## src/design/adc_ctrl_map.svh

```systemverilog
// Register map, field positions, reset values and timing counts of the converter control block.
// Assumes a 20 MHz ref_clk and AHB-Lite word access.
`ifndef ADC_CTRL_MAP_SVH
`define ADC_CTRL_MAP_SVH

`define OFS_DMA_COUNT     16'h0000
`define OFS_EVENT_FLAGS   16'ha810
`define OFS_EVENT_ENABLES 16'ha850
`define OFS_CONFIG        16'hd004
`define OFS_OFFSET        16'hd008
`define OFS_GAIN          16'hd00c
`define OFS_DMA_CONTROL   16'hd010
`define OFS_DMA_STATE     16'hd014
`define OFS_BUF_START     16'hd018
`define OFS_BUF_LENGTH    16'hd01c
`define OFS_NEXT_ADDR     16'hd020

`define CFG_RESET         16'h1800
`define GAIN_RESET        16'h8000
`define BUF_START_RESET   32'h2000_0000

`define CFG_PERIOD_HI     15
`define CFG_PERIOD_LO     13
`define CFG_POS_RANGE     12
`define CFG_NEG_RANGE     11
`define CFG_POS_SEL_HI    10
`define CFG_POS_SEL_LO    7
`define CFG_NEG_SEL_HI    6
`define CFG_NEG_SEL_LO    3
`define CFG_SLOW_CLK      2
`define CFG_ENABLE        0

`define DMA_RESET_BIT     4
`define DMA_WRAP_BIT      1
`define DMA_START_BIT     0

`define EVT_OVERRUN       4
`define EVT_SATURATION    3
`define EVT_FULL          2
`define EVT_HALF          1

`define REF_CLK_HZ        20000000
`define FAST_CONV_HZ      6000000
`define SLOW_CONV_HZ      1000000
`define STARTUP_US        21
`define STARTUP_CYCLES    ((`STARTUP_US * (`REF_CLK_HZ / 1000000)))
`define BASE_SAMPLE_CLKS  32

`endif

```

## src/design/adc_ctrl_pkg.sv

```systemverilog
// Types shared by the converter control block.
// Assumes adc_ctrl_map.svh supplies the numeric constants.
package adc_ctrl_pkg;

   typedef enum logic [1:0]
   {
      CONV_IDLE    = 2'b00,
      CONV_STARTUP = 2'b01,
      CONV_SAMPLE  = 2'b11
   } conv_state_e;

   typedef struct packed
   {
      logic [2:0] period;
      logic       pos_high_range;
      logic       neg_high_range;
      logic [3:0] pos_input_sel;
      logic [3:0] neg_input_sel;
      logic       slow_clock_sel;
      logic       reserved_zero;
      logic       enable;
   } config_s;

   typedef struct packed
   {
      logic        write_en;
      logic [12:0] addr;
      logic [15:0] data;
   } ram_write_s;

endpackage
```

## src/design/adc_ctrl.sv

```systemverilog
// Converter control, offset and gain correction and sample DMA with event flags.
// Assumes one AHB-Lite master, a raw converter result strobed on ref_clk, and a RAM that
// accepts one halfword write per cycle without stalling.
//
// Functional notes
// - Period field picks sample time of 32 times two to the field clocks.
// - Range bits 12 and 11: 1 enables input buffer for high range.
// - Positive selector: six pins, ground, half reference, reference, half regulator.
// - Negative selector same codes; ground and half regulator banned in high range.
// - Clock select bit chooses 6 MHz at 0 and 1 MHz at 1; the code divides by 3 at 0, giving about 6.67 MHz.
// - Enable bit 1 runs conversions back to back until written 0.
// - First conversion after start lasts twice sample clocks plus 21 us.
// - Config write while running makes the conversion in progress twice as long.
// - Signed 16-bit offset is added to each raw result before gain.
// - Unsigned gain with binary point between bits 15 and 14; 0x8000 unity.
// - DMA reset bit resets the DMA and clears itself.
// - Wrap bit 0 stops DMA when full; 1 restarts from buffer start.
// - Start bit 1 starts DMA; cleared when DMA starts or resets.
// - Overrun status sets when a result is ready with DMA inactive.
// - Active status reads 1 while the DMA runs.
// - Buffer start is 13 bits with the lowest bit held at zero.
// - Buffer length counts 16-bit results, not bytes.
// - Next address field bits 12 to 1 shows next halfword written.
// - Count field shows results written into the buffer so far.
// - Flags: overrun bit 4, saturation 3, full 2, half full 1.
// - Enable register has one enable per flag at the same positions.
// - Writing one to a flag clears it; zero leaves it.
// - Only enabled flags request the interrupt; otherwise software polls.
// - Saturation flag sets when gain result leaves signed 16-bit range.
// - Full sets on last location write; half on last of first half.
//
// Design decision made here: register access over AHB-Lite.
`include "adc_ctrl_map.svh"
`timescale 1ns/1ns
`default_nettype none

module adc_ctrl
   import adc_ctrl_pkg::*;
#(
   parameter int STARTUP_CYCLES = `STARTUP_CYCLES
)
(
   input  wire logic        ref_clk,
   input  wire logic        reset,
   input  wire logic        hsel,
   input  wire logic [31:0] haddr,
   input  wire logic [1:0]  htrans,
   input  wire logic        hwrite,
   input  wire logic [2:0]  hsize,
   input  wire logic [31:0] hwdata,
   input  wire logic        hready,
   output logic [31:0]      hrdata,
   output logic             hreadyout,
   output logic             hresp,
   output config_s          conv_config,
   output logic             conv_clk_en,
   output logic             conv_sample,
   input  wire logic        raw_valid,
   input  wire logic [15:0] raw_result,
   output ram_write_s       ram_write,
   output logic             irq_request
);

   // ***********************************************
   // Bus slave
   // ***********************************************
   logic        wr_pend_ff, nxt_wr_pend;
   logic [15:0] wr_addr_ff, nxt_wr_addr;
   logic        bus_take;
   logic        wr_now;

   assign bus_take  = hsel && hready && htrans[1];
   assign wr_now    = wr_pend_ff;
   assign hreadyout = 1'b1;
   assign hresp     = 1'b0;

   always_comb
   begin
      nxt_wr_pend = bus_take && hwrite;
      nxt_wr_addr = bus_take ? haddr[15:0] : wr_addr_ff;
   end

   always_ff @(posedge ref_clk)
   begin
      if (reset)
      begin
         wr_pend_ff <= 1'b0;
         wr_addr_ff <= 16'h0000;
      end
      else
      begin
         wr_pend_ff <= nxt_wr_pend;
         wr_addr_ff <= nxt_wr_addr;
      end
   end

   function automatic logic hit(input logic [15:0] ofs);
      hit = wr_now && (wr_addr_ff == ofs);
   endfunction

   // ***********************************************
   // Registers
   // ***********************************************
   logic [15:0] cfg_ff, nxt_cfg;
   logic [15:0] offset_ff, nxt_offset;
   logic [15:0] gain_ff, nxt_gain;
   logic        wrap_ff, nxt_wrap;
   logic        start_ff, nxt_start;
   logic [12:0] buf_start_ff, nxt_buf_start;
   logic [11:0] buf_len_ff, nxt_buf_len;
   logic [4:1]  enables_ff, nxt_enables;
   logic        cfg_touched;
   logic        dma_reset_cmd;

   assign cfg_touched   = hit(`OFS_CONFIG) && conv_config.enable;
   assign dma_reset_cmd = hit(`OFS_DMA_CONTROL) && hwdata[`DMA_RESET_BIT];
   assign conv_config   = config_s'(cfg_ff);

   logic dma_go;

   always_comb
   begin
      nxt_cfg       = hit(`OFS_CONFIG) ? hwdata[15:0] : cfg_ff;
      nxt_offset    = hit(`OFS_OFFSET) ? hwdata[15:0] : offset_ff;
      nxt_gain      = hit(`OFS_GAIN) ? hwdata[15:0] : gain_ff;
      nxt_wrap      = hit(`OFS_DMA_CONTROL) ? hwdata[`DMA_WRAP_BIT] : wrap_ff;
      nxt_start     = start_ff;
      if (hit(`OFS_DMA_CONTROL) && hwdata[`DMA_START_BIT])
         nxt_start = 1'b1;
      if (dma_go || dma_reset_cmd)
         nxt_start = 1'b0;
      nxt_buf_start = hit(`OFS_BUF_START) ? {hwdata[12:1], 1'b0} : buf_start_ff;
      nxt_buf_len   = hit(`OFS_BUF_LENGTH) ? hwdata[11:0] : buf_len_ff;
      nxt_enables   = hit(`OFS_EVENT_ENABLES) ? hwdata[4:1] : enables_ff;
   end

   always_ff @(posedge ref_clk)
   begin
      if (reset)
      begin
         cfg_ff       <= `CFG_RESET;
         offset_ff    <= 16'h0000;
         gain_ff      <= `GAIN_RESET;
         wrap_ff      <= 1'b0;
         start_ff     <= 1'b0;
         buf_start_ff <= 13'h0000;
         buf_len_ff   <= 12'h000;
         enables_ff   <= 4'h0;
      end
      else
      begin
         cfg_ff       <= nxt_cfg;
         offset_ff    <= nxt_offset;
         gain_ff      <= nxt_gain;
         wrap_ff      <= nxt_wrap;
         start_ff     <= nxt_start;
         buf_start_ff <= nxt_buf_start;
         buf_len_ff   <= nxt_buf_len;
         enables_ff   <= nxt_enables;
      end
   end

   // ***********************************************
   // Converter clock and conversion timing
   // ***********************************************
   // The fast rate is approximate: 20 MHz does not divide to 6 MHz, so it uses divide by 3.
   localparam logic [4:0] FAST_DIV = 5'(`REF_CLK_HZ / `FAST_CONV_HZ);
   localparam logic [4:0] SLOW_DIV = 5'(`REF_CLK_HZ / `SLOW_CONV_HZ);

   logic [4:0]  div_ff, nxt_div;
   logic [4:0]  div_top;

   assign div_top     = conv_config.slow_clock_sel ? SLOW_DIV : FAST_DIV;
   assign conv_clk_en = (div_ff == 5'd0);

   always_comb
   begin
      nxt_div = conv_clk_en ? 5'(div_top - 5'd1) : 5'(div_ff - 5'd1);
   end

   always_ff @(posedge ref_clk)
   begin
      if (reset)
         div_ff <= 5'd0;
      else
         div_ff <= nxt_div;
   end

   conv_state_e state_ff, nxt_state;
   logic [13:0] clk_cnt_ff, nxt_clk_cnt;
   logic [15:0] start_cnt_ff, nxt_start_cnt;
   logic        double_ff, nxt_double;
   logic [13:0] sample_len;

   assign sample_len  = 14'(`BASE_SAMPLE_CLKS) << conv_config.period;
   assign conv_sample = (state_ff == CONV_SAMPLE);

   always_comb
   begin
      nxt_state     = state_ff;
      nxt_clk_cnt   = clk_cnt_ff;
      nxt_start_cnt = start_cnt_ff;
      nxt_double    = double_ff || cfg_touched;
      unique case (state_ff)
         CONV_IDLE:
         begin
            if (conv_config.enable)
            begin
               nxt_state     = CONV_STARTUP;
               nxt_start_cnt = 16'(STARTUP_CYCLES);
               nxt_double    = 1'b1;
               nxt_clk_cnt   = 14'd0;
            end
         end
         CONV_STARTUP:
         begin
            if (start_cnt_ff <= 16'd1)
               nxt_state = CONV_SAMPLE;
            else
               nxt_start_cnt = start_cnt_ff - 16'd1;
         end
         CONV_SAMPLE:
         begin
            if (conv_clk_en)
            begin
               if (clk_cnt_ff + 14'd1 >= (double_ff ? 14'(sample_len << 1) : sample_len))
               begin
                  nxt_clk_cnt = 14'd0;
                  nxt_double  = cfg_touched;
               end
               else
                  nxt_clk_cnt = clk_cnt_ff + 14'd1;
            end
         end
      endcase
      if (!conv_config.enable)
      begin
         nxt_state = CONV_IDLE;
         nxt_double = 1'b0;
      end
   end

   always_ff @(posedge ref_clk)
   begin
      if (reset)
      begin
         state_ff     <= CONV_IDLE;
         clk_cnt_ff   <= 14'd0;
         start_cnt_ff <= 16'd0;
         double_ff    <= 1'b0;
      end
      else
      begin
         state_ff     <= nxt_state;
         clk_cnt_ff   <= nxt_clk_cnt;
         start_cnt_ff <= nxt_start_cnt;
         double_ff    <= nxt_double;
      end
   end

   // ***********************************************
   // Offset and gain correction
   // ***********************************************
   logic signed [16:0] off_sum;
   logic signed [34:0] product;
   logic signed [20:0] scaled;
   logic               sat_now;
   logic [15:0]        corrected;

   always_comb
   begin
      off_sum = 17'(signed'(raw_result)) + 17'(signed'(offset_ff));
      product = 35'(off_sum) * 35'(signed'({1'b0, gain_ff}));
      scaled  = 21'(product >>> 15);
      sat_now = raw_valid && (scaled > 21'sd32767 || scaled < -21'sd32768);
      if (scaled > 21'sd32767)
         corrected = 16'h7fff;
      else if (scaled < -21'sd32768)
         corrected = 16'h8000;
      else
         corrected = scaled[15:0];
   end

   // ***********************************************
   // Sample DMA
   // ***********************************************
   logic        active_ff, nxt_active;
   logic        overrun_ff, nxt_overrun;
   logic [11:0] count_ff, nxt_count;
   logic [12:1] cur_ff, nxt_cur;
   logic        last_loc, half_loc;
   ram_write_s  ram_ff, nxt_ram;

   assign dma_go    = start_ff && !active_ff;
   assign last_loc  = (count_ff + 12'd1 == buf_len_ff);
   assign half_loc  = (count_ff + 12'd1 == (buf_len_ff >> 1));
   assign ram_write = ram_ff;

   always_comb
   begin
      nxt_active  = active_ff;
      nxt_overrun = overrun_ff || (raw_valid && !active_ff);
      nxt_count   = count_ff;
      nxt_cur     = cur_ff;
      nxt_ram     = '{write_en: 1'b0, addr: ram_ff.addr, data: ram_ff.data};
      if (dma_go)
      begin
         nxt_active = 1'b1;
         nxt_count  = 12'd0;
         nxt_cur    = buf_start_ff[12:1];
      end
      else if (active_ff && raw_valid)
      begin
         nxt_ram = '{write_en: 1'b1, addr: {cur_ff, 1'b0}, data: corrected};
         if (last_loc)
         begin
            nxt_count  = wrap_ff ? 12'd0 : buf_len_ff;
            nxt_cur    = buf_start_ff[12:1];
            nxt_active = wrap_ff;
         end
         else
         begin
            nxt_count = count_ff + 12'd1;
            nxt_cur   = cur_ff + 12'd1;
         end
      end
      if (dma_reset_cmd)
      begin
         nxt_active  = 1'b0;
         nxt_overrun = 1'b0;
         nxt_count   = 12'd0;
         nxt_cur     = buf_start_ff[12:1];
      end
   end

   always_ff @(posedge ref_clk)
   begin
      if (reset)
      begin
         active_ff  <= 1'b0;
         overrun_ff <= 1'b0;
         count_ff   <= 12'd0;
         cur_ff     <= 12'd0;
         ram_ff     <= '0;
      end
      else
      begin
         active_ff  <= nxt_active;
         overrun_ff <= nxt_overrun;
         count_ff   <= nxt_count;
         cur_ff     <= nxt_cur;
         ram_ff     <= nxt_ram;
      end
   end

   // ***********************************************
   // Event flags
   // ***********************************************
   logic [4:1] flags_ff, nxt_flags;
   logic [4:1] evt_set;
   logic [4:1] evt_clr;

   always_comb
   begin
      evt_set = '0;
      evt_set[`EVT_OVERRUN]    = raw_valid && !active_ff;
      evt_set[`EVT_SATURATION] = sat_now;
      evt_set[`EVT_FULL]       = active_ff && raw_valid && last_loc;
      evt_set[`EVT_HALF]       = active_ff && raw_valid && half_loc;
      evt_clr   = hit(`OFS_EVENT_FLAGS) ? hwdata[4:1] : 4'h0;
      // Set wins over clear so an event in the clearing cycle is never lost.
      nxt_flags = (flags_ff & ~evt_clr) | evt_set;
   end

   always_ff @(posedge ref_clk)
   begin
      if (reset)
         flags_ff <= 4'h0;
      else
         flags_ff <= nxt_flags;
   end

   assign irq_request = |(flags_ff & enables_ff);

   // ***********************************************
   // Read data
   // ***********************************************
   logic [31:0] rdata_ff, nxt_rdata;

   always_comb
   begin
      nxt_rdata = 32'h0000_0000;
      if (bus_take && !hwrite)
      begin
         unique case (haddr[15:0])
            `OFS_DMA_COUNT:     nxt_rdata = {20'h0_0000, count_ff};
            `OFS_EVENT_FLAGS:   nxt_rdata = {27'h000_0000, flags_ff, 1'b0};
            `OFS_EVENT_ENABLES: nxt_rdata = {27'h000_0000, enables_ff, 1'b0};
            `OFS_CONFIG:        nxt_rdata = {16'h0000, cfg_ff};
            `OFS_OFFSET:        nxt_rdata = {16'h0000, offset_ff};
            `OFS_GAIN:          nxt_rdata = {16'h0000, gain_ff};
            `OFS_DMA_CONTROL:   nxt_rdata = {30'h0000_0000, wrap_ff, start_ff};
            `OFS_DMA_STATE:     nxt_rdata = {30'h0000_0000, overrun_ff, active_ff};
            `OFS_BUF_START:     nxt_rdata = `BUF_START_RESET | {19'h0_0000, buf_start_ff};
            `OFS_BUF_LENGTH:    nxt_rdata = {20'h0_0000, buf_len_ff};
            `OFS_NEXT_ADDR:     nxt_rdata = `BUF_START_RESET | {19'h0_0000, cur_ff, 1'b0};
            default:            nxt_rdata = 32'h0000_0000;
         endcase
      end
   end

   always_ff @(posedge ref_clk)
   begin
      if (reset)
         rdata_ff <= 32'h0000_0000;
      else
         rdata_ff <= nxt_rdata;
   end

   assign hrdata = rdata_ff;

   // ***********************************************
   // Assertions
   // ***********************************************
   property p_irq_follows;
      @(posedge ref_clk) disable iff (reset) irq_request == |(flags_ff & enables_ff);
   endproperty
   a_irq_follows: assert property (p_irq_follows) else $error("irq mismatch");

   property p_flag_set_wins;
      @(posedge ref_clk) disable iff (reset)
         evt_set[`EVT_FULL] |=> flags_ff[`EVT_FULL];
   endproperty
   a_flag_set_wins: assert property (p_flag_set_wins) else $error("full flag lost");

   property p_w1c;
      @(posedge ref_clk) disable iff (reset)
         (evt_clr[`EVT_HALF] && !evt_set[`EVT_HALF]) |=> !flags_ff[`EVT_HALF];
   endproperty
   a_w1c: assert property (p_w1c) else $error("flag not cleared");

   property p_overrun;
      @(posedge ref_clk) disable iff (reset)
         (raw_valid && !active_ff && !dma_reset_cmd) |=> overrun_ff && flags_ff[`EVT_OVERRUN];
   endproperty
   a_overrun: assert property (p_overrun) else $error("overrun missed");

   property p_dma_reset;
      @(posedge ref_clk) disable iff (reset)
         dma_reset_cmd |=> !active_ff && !overrun_ff && !start_ff && count_ff == 12'd0;
   endproperty
   a_dma_reset: assert property (p_dma_reset) else $error("dma reset failed");

   property p_start_clears;
      @(posedge ref_clk) disable iff (reset)
         (dma_go && !dma_reset_cmd) |=> active_ff && !start_ff;
   endproperty
   a_start_clears: assert property (p_start_clears) else $error("start not taken");

   property p_clamp;
      @(posedge ref_clk) disable iff (reset)
         (scaled > 21'sd32767) |-> corrected == 16'h7fff;
   endproperty
   a_clamp: assert property (p_clamp) else $error("no clamp");

   property p_linear_stop;
      @(posedge ref_clk) disable iff (reset)
         (active_ff && raw_valid && last_loc && !wrap_ff && !dma_reset_cmd) |=> !active_ff;
   endproperty
   a_linear_stop: assert property (p_linear_stop) else $error("linear did not stop");

   property p_stop;
      @(posedge ref_clk) disable iff (reset) !conv_config.enable |=> state_ff == CONV_IDLE;
   endproperty
   a_stop: assert property (p_stop) else $error("conversions did not stop");

   c_full: cover property (@(posedge ref_clk) disable iff (reset) evt_set[`EVT_FULL]);
   c_sat: cover property (@(posedge ref_clk) disable iff (reset) sat_now);
   c_wrap: cover property (@(posedge ref_clk) disable iff (reset)
      active_ff && raw_valid && last_loc && wrap_ff);

endmodule

`default_nettype wire

```

## config.mk

```make
export PLATFORM = sky130hd
export DESIGN_NAME = adc_ctrl
export DESIGN_NICKNAME = d
export VERILOG_FILES = /design/src/design/adc_ctrl_pkg.sv /design/src/design/adc_ctrl.sv
export VERILOG_INCLUDE_DIRS = /design/src /design/src/design
export SDC_FILE = /design/constraint.sdc
export NUM_CORES = 1
export LEC_CHECK = 0
export BUFFER_PORTS_ARGS = -buffer_cell sky130_fd_sc_hd__buf_2
export CAP_MARGIN = 20
export CORE_ASPECT_RATIO = 0.9
export CORE_MARGIN = 2
export CORE_UTILIZATION = 50
export CTS_CLUSTER_DIAMETER = 60
export DETAILED_ROUTE_END_ITERATION = 6
export GPL_TIMING_DRIVEN = 0
export HOLD_SLACK_MARGIN = 0.15
export PLACE_DENSITY = 0.68
export SLEW_MARGIN = 25
export SYNTH_ARGS = -nofsm -noshare
export SYNTH_HDL_FRONTEND = slang
export SYNTH_SLANG_ARGS = --single-unit
```

## constraint.sdc

```tcl
create_clock -name ref_clk -period 9 [get_ports ref_clk]
set_input_delay 0.9 -clock ref_clk [delete_from_list [all_inputs] [get_ports ref_clk]]
set_output_delay 0.9 -clock ref_clk [all_outputs]
set_load 0.01 [all_outputs]
```

==> results.json, run 1 <==
{
  "run_status": "finished clean",
  "clk_pin_slew_worst_paths_ns": 0.07,
  "cp_data_required_time_ns": 9.32,
  "slew_violations": 0,
  "synth_cells": 2323,
  "worst_ep_arrival_time_ns": 9.09,
  "fp.dieArea_mm2": 0.0424,
  "synth_top_area_cell": "sky130_fd_sc_hd__fa_1",
  "post-route-cell-area_mm2": 0.0231,
  "clock_root_cell": "sky130_fd_sc_hd__clkbuf_16",
  "final-setup-viol-count": 0,
  "mean_instance_size_in_the_synthesized_netlist_um2": 8.78,
  "core.rowCount": 70,
  "floorplan.core_area_mm2": 0.0405,
  "worstMarginPinSlew_ns": 1.03,
  "grt_start_max_net_pins": 17,
  "worst_ir_drop_vdd_uv": 101,
  "critical_path_class": "input port to flip-flop",
  "cts_tree": "yes",
  "chipHeight_um": 196,
  "postPlaceCellArea_mm2": 0.0217,
  "drv_cap": 0,
  "grt_pass1_wl_mm": 99.1,
  "timing.slew.headroom_pct": 30.9,
  "initial_core_util_pct": 50.4,
  "cp_common_cell": "sky130_fd_sc_hd__fa_1",
  "cp_max_fo": 10,
  "netlist_top_cells_area": "sky130_fd_sc_hd__fa_1 (26%), sky130_fd_sc_hd__dfxtp_1 (19%), sky130_fd_sc_hd__ha_1 (6.7%)",
  "hold_path_end": "ram_write[28]$_SDFFE_PP0P_",
  "residual_drc": 0,
  "grt_use_total_pct": 30.5,
  "hold_path_class": "flip-flop to flip-flop",
  "ff2ff_setup_slack_ns": 0.30,
  "numPlacedInstances": 2994,
  "post_layout_nonfiller_instances": 3064,
  "share_of_the_synthesized_area_in_the_top_cell_type_pct": 26.4,
  "seq_total_area_yosys_pct": 19.0,
  "power_density_mw_per_mm2": 85.9,
  "detail-route-antenna-nets": 0,
  "htree_levels": 4,
  "global_route_total_overflow": 0,
  "dr.pass1.iters": 7,
  "clock_insertion_delay_worst_skew_ns": 0.45,
  "fin_crit_share_pct": 97.4,
  "static-leakage-power_nw": 10.7,
  "synth_warn": 0,
  "crit_slowest_cell": "sky130_fd_sc_hd__fa_1",
  "timing.critical_path.to_type": "flip-flop",
  "crit-reg2reg-capture": "ram_write[3]$_SDFFE_PP0P_",
  "number_of_flops_mapped_to_enable_cells_by_yosys": 0,
  "final.hold.worst_slack_ns": 0.461,
  "synth_area_mm2": 0.0204,
  "reg2reg_from": "offset_ff[0]$_SDFFE_PP0P_",
  "detailed_route_vias_per_instance": 5.64,
  "synth-async-reset-ratio_pct": 0,
  "max-clock-path-buffers": 2,
  "max_freq_mhz": 114,
  "critical_path.startpoint_type": "input port",
  "netlist-cell-type-count": 84,
  "cpPeakStageDelay_ns": 0.59,
  "flow.area_growth_from_synthesis_pct": 13.2,
  "grt_pass1_vias": 17300,
  "min_path_cells": 2,
  "layout.nets": 2980,
  "totalPowerFinal_w": 0.00198,
  "dp_hpwl_mm": 50.2,
  "r2r_cells": 36,
  "vias": 17300,
  "antenna_found_initial": 1,
  "design.portCount": 174,
  "worst_hold_startpoint": "ram_write[28]$_SDFFE_PP0P_",
  "postSynthRegisterBits": 194,
  "postSynth.topFlopCell": "sky130_fd_sc_hd__dfxtp_1",
  "final_layout_size_suffix_gt1_share_pct": 13.1,
  "drt_wl_total_mm": 63.5,
  "die_width_um": 217,
  "routed_wire_length_per_instance_um": 20.7,
  "fin_skew_ns": 0.0105,
  "timing.final.crit_period_ns": 8.77,
  "detailedRoute.firstIterationViolations": 1724,
  "number_of_filler_cells_placed_in_the_layout": 3594,
  "number_of_buffers_created_by_cts": 17,
  "globalplace.congestion": 0.997,
  "placement.io_buffers": 115,
  "hold_violations": 0,
  "clock_sinks": 194
}
==> state kept, by name, indices dropped and copies added, names as in the netlist, 2 cells and up <==
signal,flops
buf_start_ff,12
conv_config,16
start_cnt_ff,16
flags_ff,4
ram_write,29
cur_ff,12
state_ff,2
offset_ff,16
div_ff,5
hrdata,17
enables_ff,4
wr_addr_ff,16
gain_ff,16
count_ff,12
buf_len_ff,12
==> cells by family (layout without fill, tap and decap cells) <==
| kind of cell | Yosys count | after routing | share of synthesized area (%) |
|---|---|---|---|
| xor gates and xnor gates | 87 | 87 | 4.28 |
| adders and majority gates | 381 | 381 | 33.2 |
| other | 2 | 19 | 0.0368 |
| buffers and inverters | 496 | 680 | 9.77 |
| AOI/OAI and AO/OA | 302 | 302 | 10.6 |
| muxes | 98 | 98 | 4.95 |
| DFF | 194 | 194 | 19.0 |
| and+or+nand+nor | 763 | 763 | 18.1 |
==> timing repair <==
action | in CTS | in global routing
endpoints found under the hold margin | 0 | 0
setup buffers | 13 | 23
pin swaps | 9 | 36
endpoints found under the setup margin | 17 | 17
cloned | 0 | 1
hold buffers | 0 | 0
gates resized for setup | 42 | 76
==> critical path, delay by kind of cell <==
| family | cells | cell delay [ns] |
|---|---|---|
| adder cells (fa/ha/maj) | 9 | 3.86 |
| AO/OA/AOI/OAI | 9 | 1.79 |
| AND/OR/NAND/NOR | 5 | 0.85 |
| buffers and inverters | 11 | 1.70 |
==> report_power, final <==
| part | internal, W | total, W | leakage (nW) | switching [W] |
|---|---|---|---|---|
| sequential | 0.000871 | 0.000883 | 1.56 | 0.0000121 |
| combinational | 0.000104 | 0.000282 | 8.81 | 0.000178 |
| clock | 0.000476 | 0.000818 | 0.304 | 0.000342 |
==> cell usage after synthesis, types with 20 or more instances <==
library cell / n
sky130_fd_sc_hd__inv_1: 364
sky130_fd_sc_hd__fa_1: 269
sky130_fd_sc_hd__nand2_1: 249
sky130_fd_sc_hd__dfxtp_1: 194
sky130_fd_sc_hd__nor2_1: 186
sky130_fd_sc_hd__and2_1: 123
sky130_fd_sc_hd__ha_1: 110
sky130_fd_sc_hd__clkbuf_1: 89
sky130_fd_sc_hd__a21oi_1: 87
sky130_fd_sc_hd__mux2i_1: 84
sky130_fd_sc_hd__xnor2_1: 60
sky130_fd_sc_hd__nand3_1: 41
sky130_fd_sc_hd__a22oi_1: 40
sky130_fd_sc_hd__nor3_1: 35
sky130_fd_sc_hd__o21ai_0: 35
sky130_fd_sc_hd__nor2b_1: 27
sky130_fd_sc_hd__a222oi_1: 20
sky130_fd_sc_hd__buf_4: 20
==> stage by stage <==
stage / TNS, ns / worst slack [ns] / util [%]
after CTS: 0 / 0.00391 / 56.0
after detailed placement: -26.74 / -1.65 / 53.7
after floorplan: 0 / 0.155 / -
final: 0 / 0.231 / 57.1
after global placement: -24.83 / -1.54 / 53.7
after global routing: -0.0701 / -0.0161 / 57.1
==> layout make-up <==
| class | instances | area (um^2) | area share (%) |
|---|---|---|---|
| inverters | 364 | 1370 | 5.92 |
| clock inverters | 7 | 120 | 0.520 |
| well taps | 540 | 676 | 2.93 |
| plain buffers | 132 | 697 | 3.02 |
| repair buffers | 152 | 870 | 3.77 |
| diodes | 1 | 2.50 | 0.0108 |
| flip-flops and latches | 194 | 3880 | 16.8 |
| multi-input cells | 1649 | 15000 | 64.8 |
| clock buffers | 25 | 505 | 2.19 |
==> cells in the final DEF (no fill, tap or decap), drive strengths merged, types with 14 or more instances in the layout <==
cell      n
dfxtp   194
nor2    187
mux2i    85
o21ai    37
clkbuf  107
nand2b   17
nand3    41
and3     19
a21oi    89
buf     202
and2    123
ha      110
conb     18
a31oi    14
nor3     40
a21o     17
nor2b    28
o211ai   17
nand2   249
fa      269
a211oi   16
a222oi   20
nand4    14
xnor2    60
xor2     19
a22oi    40
nor4     19
inv     365
==> worst max path at each step <==
| stage | from | endpoint | slack, ns | cells after the start |
|---|---|---|---|---|
| after floorplan | raw_result[0] | ram_write[10]$_SDFFE_PP0P_ | 0.16 | 33 |
| after global placement | raw_result[0] | ram_write[6]$_SDFFE_PP0P_ | -1.54 | 34 |
| after detailed placement | raw_result[0] | ram_write[14]$_SDFFE_PP0P_ | -1.65 | 34 |
| after CTS | raw_result[0] | ram_write[10]$_SDFFE_PP0P_ | 0.004 | 35 |
| after global routing | raw_result[1] | ram_write[8]$_SDFFE_PP0P_ | -0.02 | 35 |
| final | raw_result[0] | ram_write[3]$_SDFFE_PP0P_ | 0.23 | 34 |
==> metal layers <==
| metal | vias to the layer above | share of wire [%] | global-route usage (%) |
|---|---|---|---|
| met5 | - | 0 | 0 |
| met4 | 0 | 2.7 | 8.35 |
| met3 | 117 | 12 | 8.33 |
| met2 | 919 | 42 | 44.0 |
| met1 | 8418 | 43 | 44.8 |
| li1 | 7826 | - | - |
Note: power is estimated with default switching activity, not from simulation.
==> run 2, diff against run 1 <==
Settings changed: CORE_ASPECT_RATIO 0.9 to 1.5.
==> results.json, run 2 (same netlist as run 1, synthesis figures left out) <==
{
  "cts-hold-fix-buffers": 0,
  "dp_hpwl_mm": 50.2,
  "hold_path_class": "flip-flop to flip-flop",
  "worst_ir_drop_vdd_uv": 162,
  "critical_path_class": "input port to flip-flop",
  "fp.dieArea_mm2": 0.0425,
  "hold_violations": 0,
  "totalPowerFinal_w": 0.00193,
  "number_of_antenna_cells_inserted": 0,
  "grt_pass1_vias": 17900,
  "grt_use_total_pct": 29.3,
  "residual_drc": 0,
  "floorplan.core_area_mm2": 0.0402,
  "clock_insertion_delay_worst_skew_ns": 0.46,
  "detailed_route_vias_per_instance": 5.69,
  "cp_data_required_time_ns": 9.32,
  "slew_violations": 0,
  "grt_pass1_wl_mm": 95.4,
  "dr.pass1.iters": 7,
  "die_width_um": 169,
  "cp_common_cell": "sky130_fd_sc_hd__fa_1",
  "crit_slowest_cell": "sky130_fd_sc_hd__fa_1",
  "placement.io_buffers": 115,
  "worstMarginPinSlew_ns": 1.12,
  "cp_max_fo": 10,
  "r2r_cells": 33,
  "critical_path.startpoint_type": "input port",
  "largest_register_ff_count": 29,
  "final.hold.worst_slack_ns": 0.451,
  "design.portCount": 174,
  "fin_skew_ns": 0.0237,
  "initial_core_util_pct": 50.8,
  "antenna_found_initial": 0,
  "routed_wire_length_per_instance_um": 20.2,
  "min_path_cells": 2,
  "max-clock-path-buffers": 2,
  "detailedRoute.firstIterationViolations": 956,
  "clock_root_cell": "sky130_fd_sc_hd__clkbuf_16",
  "final-setup-viol-count": 0,
  "global_route_total_overflow": 0,
  "clock_sinks": 194,
  "timing.final.crit_period_ns": 8.69,
  "timing.slew.headroom_pct": 24.5,
  "power_density_mw_per_mm2": 85.0,
  "worst_setup_path_startpoint": "raw_result[1]",
  "timing.critical_path.to_type": "flip-flop",
  "drt_wl_total_mm": 60.7,
  "cts_tree": "yes",
  "static-leakage-power_nw": 10.5,
  "worst_hold_startpoint": "wr_addr_ff[8]$_SDFFE_PP0P_",
  "layout.nets": 2955,
  "flow.area_growth_from_synthesis_pct": 11.0,
  "globalplace.congestion": 0.977,
  "chipHeight_um": 251,
  "final_layout_size_suffix_gt1_share_pct": 11.8,
  "run_status": "finished clean",
  "vias": 17100,
  "htree_levels": 4,
  "detail-route-antenna-nets": 0,
  "grt_start_max_net_pins": 22,
  "core.rowCount": 90,
  "final_cell_mix": "sky130_fd_sc_hd__inv_1 (364), sky130_fd_sc_hd__fa_1 (267), sky130_fd_sc_hd__nand2_1 (248), sky130_fd_sc_hd__dfxtp_1 (193), sky130_fd_sc_hd__nor2_1 (186)",
  "reg2reg_from": "offset_ff[1]$_SDFFE_PP0P_",
  "cpPeakStageDelay_ns": 0.55,
  "drv_cap": 0,
  "number_of_buffers_created_by_cts": 17,
  "max_freq_mhz": 115,
  "worst_ep_arrival_time_ns": 9.01,
  "layout_commonest_cell": "sky130_fd_sc_hd__inv_1",
  "clk_pin_slew_worst_paths_ns": 0.08,
  "fin_crit_share_pct": 96.6
}
[run 2: where the power goes]
part           leakage [nW]  internal, W  total [W]  switching (W)
combinational          8.67    0.0000934   0.000256       0.000162
clock                 0.296     0.000387   0.000788       0.000401
sequential             1.57     0.000871   0.000883      0.0000123
[run 2: critical path: cells and delay by family]
| kind | cells | cell delay [ns] |
|---|---|---|
| xor gates and xnor gates | 1 | 0.23 |
| and+or+nand+nor | 4 | 0.37 |
| AOI/OAI and AO/OA | 13 | 2.71 |
| buffers and inverters | 8 | 1.00 |
| adders and majority gates | 8 | 3.79 |
[run 2: routing by layer]
| layer | part of all wire (%) | global-route usage, % |
|---|---|---|
| met3 | 4.4 | 2.77 |
| met2 | 51 | 52.5 |
| met5 | 0 | 0 |
| met4 | 8.8 | 23.0 |
| met1 | 36 | 31.4 |
[run 2: worst paths after layout]
path / to / slack [ns]
setup reg to reg: ram_write[14]$_SDFFE_PP0P_ / 0.32
hold reg to reg: wr_addr_ff[8]$_SDFFE_PP0P_ / 0.45
hold / removal: wr_addr_ff[8]$_SDFFE_PP0P_ / 0.45
setup / recovery: ram_write[14]$_SDFFE_PP0P_ / 0.31
[run 2: timing repair]
item	4_1_cts	5_1_grt
setup buffers	7	5
resized for setup	37	47
pin swaps	8	13
setup endpoints to repair	17	17
[run 2: metrics by stage]
step           setup TNS (ns)  instances  setup WS [ns]  area [um^2]  util (%)
3_5_place_dp           -23.19       2960          -1.42        21700      53.9
4_1_cts                     0       2999         0.0148        22500      56.0
2_1_floorplan               0       2339          0.155        20500         -
6_report                    0       3004          0.308        22700      56.4
5_1_grt              -0.00178       3004       -0.00178        22700      56.4
3_3_place_gp           -21.17       2960          -1.31        21700      53.9
[run 2: layout make-up]
class                           count  area [um^2]
Fill cell                        3703        17500
Multi-Input combinational cell   1649        14800
Sequential cell                   194         3880
Inverter                          364         1370
Buffer                            132          679
Timing Repair Buffer              127          678
Tap cell                          506          633
Clock buffer                       18          439
Clock inverter                     14          176
